`config.mk`:
```
export PLATFORM = sky130hd
export DESIGN_NAME = syndrome_codes
export DESIGN_NICKNAME = d
export VERILOG_FILES = /design/src/inc/syndrome_pkg.sv /design/src/design/syndrome_codes.sv
export SDC_FILE = /design/constraint.sdc
export NUM_CORES = 1
export LEC_CHECK = 0
export ABC_AREA = 1
export BUFFER_PORTS_ARGS = -buffer_cell sky130_fd_sc_hd__buf_4
export CELL_PAD_IN_SITES_DETAIL_PLACEMENT = 1
export CELL_PAD_IN_SITES_GLOBAL_PLACEMENT = 2
export CORE_MARGIN = 2
export CORE_UTILIZATION = 25
export CTS_CLUSTER_DIAMETER = 150
export CTS_CLUSTER_SIZE = 28
export DETAILED_ROUTE_END_ITERATION = 8
export PLACE_DENSITY_LB_ADDON = 0.1
export SLEW_MARGIN = 10
export SYNTH_ARGS = -nofsm -noshare
export SYNTH_HDL_FRONTEND = slang
export SYNTH_SLANG_ARGS = --single-unit
```
`constraint.sdc`:
```
create_clock -name mclk -period 4.31 [get_ports mclk]
set_clock_uncertainty 0.05 [all_clocks]
set_input_delay 0.431 -clock mclk [delete_from_list [all_inputs] [get_ports mclk]]
set_output_delay 0.431 -clock mclk [all_outputs]
set_load 0.05 [all_outputs]
```
`src/inc/syndrome_pkg.sv`:
```
package syndrome_pkg;

    // register byte offsets
    localparam logic [11:0] STATUS_OFFSET = 12'h000;
    localparam logic [11:0] CTRL_OFFSET   = 12'h004;

    // status field positions
    localparam int VALID_BIT     = 30;
    localparam int UNCORR_BIT    = 29;
    localparam int CORR_HI       = 25;
    localparam int CORR_LO       = 24;
    localparam int POSTPONED_BIT = 23;
    localparam int IMPL_HI       = 15;
    localparam int IMPL_LO       = 8;
    localparam int PRIMARY_HI    = 7;
    localparam int PRIMARY_LO    = 0;

    // control field positions
    localparam int INJ_SYN_BIT   = 0;
    localparam int PIN_EN_BIT    = 1;

    // values after cold reset
    localparam logic [7:0]  IMPL_RESET    = 8'h00;
    localparam logic [7:0]  PRIMARY_RESET = 8'h00;
    localparam logic        INJ_SYN_RESET = 1'b0;
    localparam logic        PIN_EN_RESET  = 1'b1;
    localparam logic [31:0] RDATA_RESET   = 32'h0000_0000;

    // implemented bits of each code field
    localparam logic [7:0]  IMPL_MASK     = 8'hFF;
    localparam logic [7:0]  PRIMARY_MASK  = 8'hFF;

    // ones written to the corrected field clear it
    localparam logic [1:0]  CORR_CLEAR    = 2'h3;
    localparam logic [1:0]  CORR_NONE     = 2'h0;

    // primary fault code encoding
    localparam logic [7:0] CODE_NONE            = 8'h00;
    localparam logic [7:0] CODE_IMPL_DEFINED    = 8'h01;
    localparam logic [7:0] CODE_INT_MEM_DATA    = 8'h02;
    localparam logic [7:0] CODE_IMPL_PIN        = 8'h03;
    localparam logic [7:0] CODE_ASSERTION       = 8'h04;
    localparam logic [7:0] CODE_INT_DATAPATH    = 8'h05;
    localparam logic [7:0] CODE_ASSOC_DATA      = 8'h06;
    localparam logic [7:0] CODE_ASSOC_ADDR      = 8'h07;
    localparam logic [7:0] CODE_XLAT_DATA       = 8'h08;
    localparam logic [7:0] CODE_XLAT_ADDR       = 8'h09;
    localparam logic [7:0] CODE_PRODUCER_DATA   = 8'h0A;
    localparam logic [7:0] CODE_PRODUCER_ADDR   = 8'h0B;
    localparam logic [7:0] CODE_EXT_MEM_DATA    = 8'h0C;
    localparam logic [7:0] CODE_SW_ADDR         = 8'h0D;
    localparam logic [7:0] CODE_SW_ACCESS       = 8'h0E;
    localparam logic [7:0] CODE_SW_STATE        = 8'h0F;
    localparam logic [7:0] CODE_DATA_REG        = 8'h10;
    localparam logic [7:0] CODE_CTRL_REG        = 8'h11;
    localparam logic [7:0] CODE_ERR_RESPONSE    = 8'h12;
    localparam logic [7:0] CODE_EXT_TIMEOUT     = 8'h13;
    localparam logic [7:0] CODE_INT_TIMEOUT     = 8'h14;
    localparam logic [7:0] CODE_DEF_CMPL_UNSUP  = 8'h15;
    localparam logic [7:0] CODE_DEF_REQ_UNSUP   = 8'h16;
    localparam logic [7:0] CODE_DEF_CMPL_PASS   = 8'h17;
    localparam logic [7:0] CODE_DEF_REQ_PASS    = 8'h18;
    localparam logic [7:0] CODE_EXT_LOG         = 8'h19;
    localparam logic [7:0] CODE_OTHER_INTERNAL  = 8'h1A;
    localparam logic [7:0] CODE_MAX             = 8'h1A;

endpackage

```
`src/design/syndrome_codes.sv`:
```
// Functional notes
// - implementation-defined fault code held in status bits 15:8.
// - primary fault code held in status bits 7:0.
// - codes 0-5: none, impl, internal memory, pin, assertion, data path.
// - codes 6-9: associative data/address, translation buffer data/address.
// - codes 10-12: producer data, producer address, external memory data.
// - codes 13-15: software illegal address, access type, device state.
// - code 16 internal data register, 17 internal control register.
// - codes 18-20: error response, external timeout, internal timeout.
// - codes 21-24: deferred errors not deferrable, or passed onward.
// - code 25 logged in PCIe log, 26 other internal error.
// - primary codes above 26 are never reported.
// - only implemented code bits stored; others constant.
// - codes read zero while record invalid, unless injection implemented and ctrl bit 0 set.
// - writes ignored while uncorrected flag set and not cleared; if it is clear, while postponed flag set and not cleared.
// - with both clear, writes ignored while corrected nonzero and not cleared.
// - otherwise both code fields are plain read/write storage.
// - cold reset sets codes; error recovery reset keeps them.
// - protection follows highest-priority nonzero flag: uncorrected, postponed, corrected.
`timescale 1ns/1ns
`default_nettype none

module syndrome_codes
    import syndrome_pkg::*;
#(
    parameter bit CFI_IMPLEMENTED = 1'b1
) (
    input  wire logic        mclk,
    input  wire logic        sys_rst,
    input  wire logic        err_recovery_rst,
    input  wire logic        psel,
    input  wire logic        penable,
    input  wire logic        pwrite,
    input  wire logic [11:0] paddr,
    input  wire logic [31:0] pwdata,
    output var  logic [31:0] prdata,
    output var  logic        pready,
    output var  logic        pslverr,
    input  wire logic        record_valid,
    input  wire logic        uncorrected_fault_flag,
    input  wire logic        postponed_fault_flag,
    input  wire logic [1:0]  corrected_fault_field,
    input  wire logic        capture_valid,
    input  wire logic [7:0]  capture_primary,
    input  wire logic [7:0]  capture_impl,
    input  wire logic        system_fault_input_pin_n,
    output var  logic [7:0]  impl_defined_code,
    output var  logic [7:0]  primary_fault_code,
    output var  logic        clear_valid,
    output var  logic        clear_uncorrected,
    output var  logic        clear_postponed,
    output var  logic        clear_corrected,
    output var  logic        write_ignored
);

    logic [31:0] prdata_r;
    logic        pready_r;
    logic        pslverr_r;
    logic [7:0]  impl_r;
    logic [7:0]  primary_r;
    logic        clr_valid_r;
    logic        clr_uncorr_r;
    logic        clr_postponed_r;
    logic        clr_corr_r;
    logic        ignored_r;
    logic        inj_syn_r;
    logic        pin_en_r;
    logic        pin_s1_r;
    logic        pin_s2_r;
    logic        pin_s3_r;
    logic        pin_lvl_r;
    logic        pin_fall;
    logic        access;
    logic        do_wr;
    logic        hit_status;
    logic        hit_ctrl;
    logic        protect;
    logic        codes_visible;
    logic [31:0] rd_nxt;
    logic [7:0]  cap_primary;
    logic [7:0]  cap_impl;

    // no code above the highest defined one leaves the block
    // defined codes pass
    function automatic logic [7:0] clamp_code(input logic [7:0] code);
        logic [7:0] m;
        m = code & PRIMARY_MASK;
        return (m > CODE_MAX) ? CODE_OTHER_INTERNAL : m;
    endfunction

    assign access     = psel && penable;
    assign do_wr      = access && pwrite && pready_r;
    assign hit_status = (paddr == STATUS_OFFSET);
    assign hit_ctrl   = (paddr == CTRL_OFFSET);

    always_comb begin
        protect = 1'b0;
        if (uncorrected_fault_flag) begin
            protect = !pwdata[UNCORR_BIT];
        end else if (postponed_fault_flag) begin
            protect = !pwdata[POSTPONED_BIT];
        end else if (corrected_fault_field != CORR_NONE) begin
            protect = (pwdata[CORR_HI:CORR_LO] != CORR_CLEAR);
        end
    end

    assign codes_visible = record_valid || (CFI_IMPLEMENTED && inj_syn_r);

    assign pin_fall = pin_lvl_r && (pin_s2_r == pin_s3_r) && !pin_s2_r;

    always_comb begin
        cap_primary = CODE_NONE;
        cap_impl    = IMPL_RESET;
        if (capture_valid) begin
            cap_primary = clamp_code(capture_primary);
            cap_impl    = capture_impl & IMPL_MASK;
        end else begin
            cap_primary = CODE_IMPL_PIN;
            cap_impl    = IMPL_RESET;
        end
    end

    always_comb begin
        rd_nxt = RDATA_RESET;
        if (hit_status) begin
            rd_nxt[VALID_BIT]       = record_valid;
            rd_nxt[UNCORR_BIT]      = uncorrected_fault_flag;
            rd_nxt[CORR_HI:CORR_LO] = corrected_fault_field;
            rd_nxt[POSTPONED_BIT]   = postponed_fault_flag;
            if (codes_visible) begin
                rd_nxt[IMPL_HI:IMPL_LO]       = impl_r;
                rd_nxt[PRIMARY_HI:PRIMARY_LO] = primary_r;
            end
        end else if (hit_ctrl) begin
            rd_nxt[INJ_SYN_BIT] = inj_syn_r;
            rd_nxt[PIN_EN_BIT]  = pin_en_r;
        end
    end

    // apb answer, one wait state
    always_ff @(posedge mclk or posedge sys_rst) begin
        if (sys_rst) begin
            pready_r  <= 1'b0;
            pslverr_r <= 1'b0;
            prdata_r  <= RDATA_RESET;
        end else begin
            pready_r  <= access && !pready_r;
            pslverr_r <= access && !pready_r && !hit_status && !hit_ctrl;
            if (access && !pready_r && !pwrite) begin
                prdata_r <= rd_nxt;
            end
        end
    end

    always_ff @(posedge mclk or posedge sys_rst) begin
        if (sys_rst) begin
            impl_r    <= IMPL_RESET;
            primary_r <= PRIMARY_RESET;
        end else if (capture_valid || (pin_fall && pin_en_r)) begin
            impl_r    <= cap_impl;
            primary_r <= cap_primary;
        end else if (do_wr && hit_status && !protect) begin
            impl_r    <= pwdata[IMPL_HI:IMPL_LO] & IMPL_MASK;
            primary_r <= clamp_code(pwdata[PRIMARY_HI:PRIMARY_LO]);
        end
    end

    always_ff @(posedge mclk or posedge sys_rst) begin
        if (sys_rst) begin
            inj_syn_r <= INJ_SYN_RESET;
            pin_en_r  <= PIN_EN_RESET;
        end else if (do_wr && hit_ctrl) begin
            inj_syn_r <= pwdata[INJ_SYN_BIT];
            pin_en_r  <= pwdata[PIN_EN_BIT];
        end
    end

    // clear requests to the flag owner
    always_ff @(posedge mclk or posedge sys_rst) begin
        if (sys_rst) begin
            clr_valid_r     <= 1'b0;
            clr_uncorr_r    <= 1'b0;
            clr_postponed_r <= 1'b0;
            clr_corr_r      <= 1'b0;
            ignored_r       <= 1'b0;
        end else begin
            clr_valid_r     <= do_wr && hit_status && pwdata[VALID_BIT];
            clr_uncorr_r    <= do_wr && hit_status && pwdata[UNCORR_BIT];
            clr_postponed_r <= do_wr && hit_status && pwdata[POSTPONED_BIT];
            clr_corr_r      <= do_wr && hit_status
                               && (pwdata[CORR_HI:CORR_LO] == CORR_CLEAR);
            ignored_r       <= do_wr && hit_status && protect;
        end
    end

    // pin synchroniser, change taken when stages two and three agree
    always_ff @(posedge mclk or posedge sys_rst) begin
        if (sys_rst) begin
            pin_s1_r  <= 1'b1;
            pin_s2_r  <= 1'b1;
            pin_s3_r  <= 1'b1;
            pin_lvl_r <= 1'b1;
        end else begin
            pin_s1_r <= system_fault_input_pin_n;
            pin_s2_r <= pin_s1_r;
            pin_s3_r <= pin_s2_r;
            if (pin_s2_r == pin_s3_r) begin
                pin_lvl_r <= pin_s3_r;
            end
        end
    end

    assign prdata             = prdata_r;
    assign pready             = pready_r;
    assign pslverr            = pslverr_r;
    assign impl_defined_code  = impl_r;
    assign primary_fault_code = primary_r;
    assign clear_valid        = clr_valid_r;
    assign clear_uncorrected  = clr_uncorr_r;
    assign clear_postponed    = clr_postponed_r;
    assign clear_corrected    = clr_corr_r;
    assign write_ignored      = ignored_r;

    logic no_capture;
    assign no_capture = !capture_valid && !(pin_fall && pin_en_r);
endmodule // syndrome_codes

`default_nettype wire

```
==> impl_results.md <==
- DR iter-0 viols: 38
- Synth Area in Simple Gates: 32.5%
- P per Cell Area: 322 nW/µm²
- Fmax: 595 MHz
- XOR/XNOR Fraction of Synth Area: 0%
- Complex-gate fraction of the synthesized area: 5.02%
- CTS tree: yes
- Initial antenna violation count: 0
- Clock root buffer: clkbuf_8
- Routability cong.: 0.743
- Cell Rows: 35
- I/O Buffers: 104
- Fill cells: 1,154
- Number of antenna cells inserted: 0
- Final hold vios: 0
- HPWL after detailed placement: 5050 µm
- Mux cell area share after synthesis: 0%
- CP Data Arrival Time: 1.84 ns
- DR WL/cell: 12.3 µm
- CP Max Fanout: 27
- Fin nets: 479
- Post-route cell area: 3400 µm²
- Hold Buf Count CTS: 0
- Final setup viols: 0
- IO Pins: 128
- Initial core utilization: 25.9%
- Pre-CTS WS: 2.42 ns
- Synth area leaders: dfrtp_1 47%, nand2_1 19%, nand3_1 6.4%
- Hold/Removal Path Class: in -> reg
- Required @ worst endpoint: 4.47 ns
- P_leak: 1.88 nW
- Status: finished, final reports clean
- Combinational family with the most area after synthesis: simple AND/OR/NAND/NOR gates
- CP endpoint kind: flip-flop
- Die width: 102 µm
- Per-instance average area after synthesis: 7.90 µm²
- Post-CTS Repair Setup Buffers: 0
- First-pass GRT wire length: 10,600 µm
- Synthesis Warnings: 0
- Synth area leader: dfrtp_1
- Max Cap Viol: 0
- Unique masters post-synth: 27
- Final period utilization: 39.0%
- Clock sink total: 50
- Adder-cell share of the synthesized area: 0.414%
- Synth Cell Area: 2420 µm²
- Max-slew violation count: 0
- Die height: 102 µm
- Worst rel slew slack: 28.8%
- Placeable Area: 9330 µm²
- Routed WL: 6570 µm
- Via/cell ratio: 4.11
- Die footprint: 10,500 µm²
- # DRC: 0
- Post-DP Area: 3260 µm²
- Sequential area share after synthesis: 52.0%
- Maximum vdd drop: 113 µV
- Largest net degree at the start of global routing: 51
- Synthesis-stage register bit count: 50
- H-tree depth: 2
- Clk_lat worst skew: 0.31 ns
- CTS resizes: 0
- Final WS setup: 2.63 ns
- Worst-path clk slew: 0.10 ns
- Drt first pass iters: 4
- Maximum root-to-sink buffer count: 2
- Layout cell share with drive strength beyond 1: 31.9%
- Vias in the first global route: 2,235
- RSZ-0062 raised after global routing: no
- Post-Synthesis Cells: 306
- Least-Margin Pin Slew: 1.07 ns
- GRT Util Overall: 13.0%
- Top-area cell type share of the netlist area: 46.6%
- CTS Buf Count: 5
- Hold WS: 0.182 ns
- Crit path time final: 1.68 ns
- Area grow syn2layout: 40.5%
- Fin Setup TNS: 0 ns
- CP Launch Type: flip-flop
- Final ANT Viol Nets: 0
- Gr ovfl total: 0
- Setup CP Type: reg -> reg
- Via count: 2,202
-- placed cells by master, fill, tap and decap left out, drive strengths merged --
cell type	n
a21oi	2
o21ai	14
dfstp	5
or2	2
bufinv	2
buf	104
inv	27
nand2	128
nand3b	1
clkinv	1
dfrtp	45
nor3	2
o31ai	4
maj3	1
clkbuf	5
nand3	31
a21boi	1
conb	11
nor2	21
-- state kept, by name, summed over array words and instances (netlist names) --
name	flops
pin_s2_r	1
pslverr	1
impl_defined_code	8
prdata	21
primary_fault_code	8
clear_valid	1
pin_lvl_r	1
pin_en_r	1
inj_syn_r	1
pin_s1_r	1
pin_s3_r	1
clear_corrected	1
clear_uncorrected	1
pready	1
clear_postponed	1
write_ignored	1
-- Yosys cell counts (all sizes together) --
library cell / number
dfstp: 5
or2: 2
o31ai: 4
nand3: 31
buf: 19
maj3: 1
inv: 27
nand2: 128
o21ai: 14
dfrtp: 45
nor3: 2
clkbuf: 2
a21boi: 1
conb: 1
a21oi: 2
nand3b: 1
nor2: 21
-- per-stage QoR --
step / util, % / total power [mW] / instances
global route: 36.4 / 1.15 / 536
CTS: 36.4 / 1.11 / 536
finish: 36.4 / 1.09 / 536
floorplan: - / 0.633 / 316
global placement: 34.9 / 0.708 / 528
detailed placement: 34.9 / 0.709 / 528
-- critical path, cell delays in order, from the launching register on --
cell     delay, ns
dfstp_2       0.56
nor2_1        0.04
nand3_1       0.07
nand2_1       0.08
inv_2         0.36
nand2_4       0.23
nand2_1       0.13
nand2_1       0.06
-- layer usage --
layer / part of all wire, % / GRT usage [%]
met5: 0 / 0
met4: 1.3 / 3.38
met3: 5.2 / 3.15
met2: 45 / 21.1
met1: 49 / 17.5
-- area by class of cell --
| class | count | area, µm² | area share [%] |
|---|---|---|---|
| multi-input cells | 218 | 957 | 28.2 |
| clock buffers | 5 | 68.8 | 2.03 |
| inverters | 27 | 101 | 2.98 |
| well taps | 129 | 161 | 4.75 |
| clock inverters | 3 | 68.8 | 2.03 |
| repair buffers | 104 | 781 | 23.0 |
| flip-flops and latches | 50 | 1260 | 37.0 |
-- report_power, final --
group	switching [mW]	internal [mW]
combinational	0.128	0.0689
sequential	0.0132	0.486
clock	0.164	0.233
-- cell families (layout without fill, tap and decap cells) --
family / Yosys count / after routing
AND/OR/NAND/NOR: 185 / 185
flip-flops: 50 / 50
buffers and inverters: 48 / 139
AO/OA/AOI/OAI: 21 / 21
adder cells (fa/ha/maj): 1 / 1
other: 1 / 11
-- worst paths after layout --
kind                                          start                     to  slack [ns]  cells past startpoint
min in group asynchronous                   sys_rst             prdata[10]        0.34                      2
max in group asynchronous                   sys_rst  primary_fault_code[0]        3.22                      2
hold / removal             system_fault_input_pin_n               pin_s1_r        0.18                      1
setup reg to reg                           pin_s2_r   impl_defined_code[6]        2.63                      7
setup / recovery                           pin_s2_r   impl_defined_code[6]        2.63                      7
hold reg to reg                            pin_s1_r               pin_s2_r        0.31                      0
No activity file was read; power rests on OpenSTA's default activity.
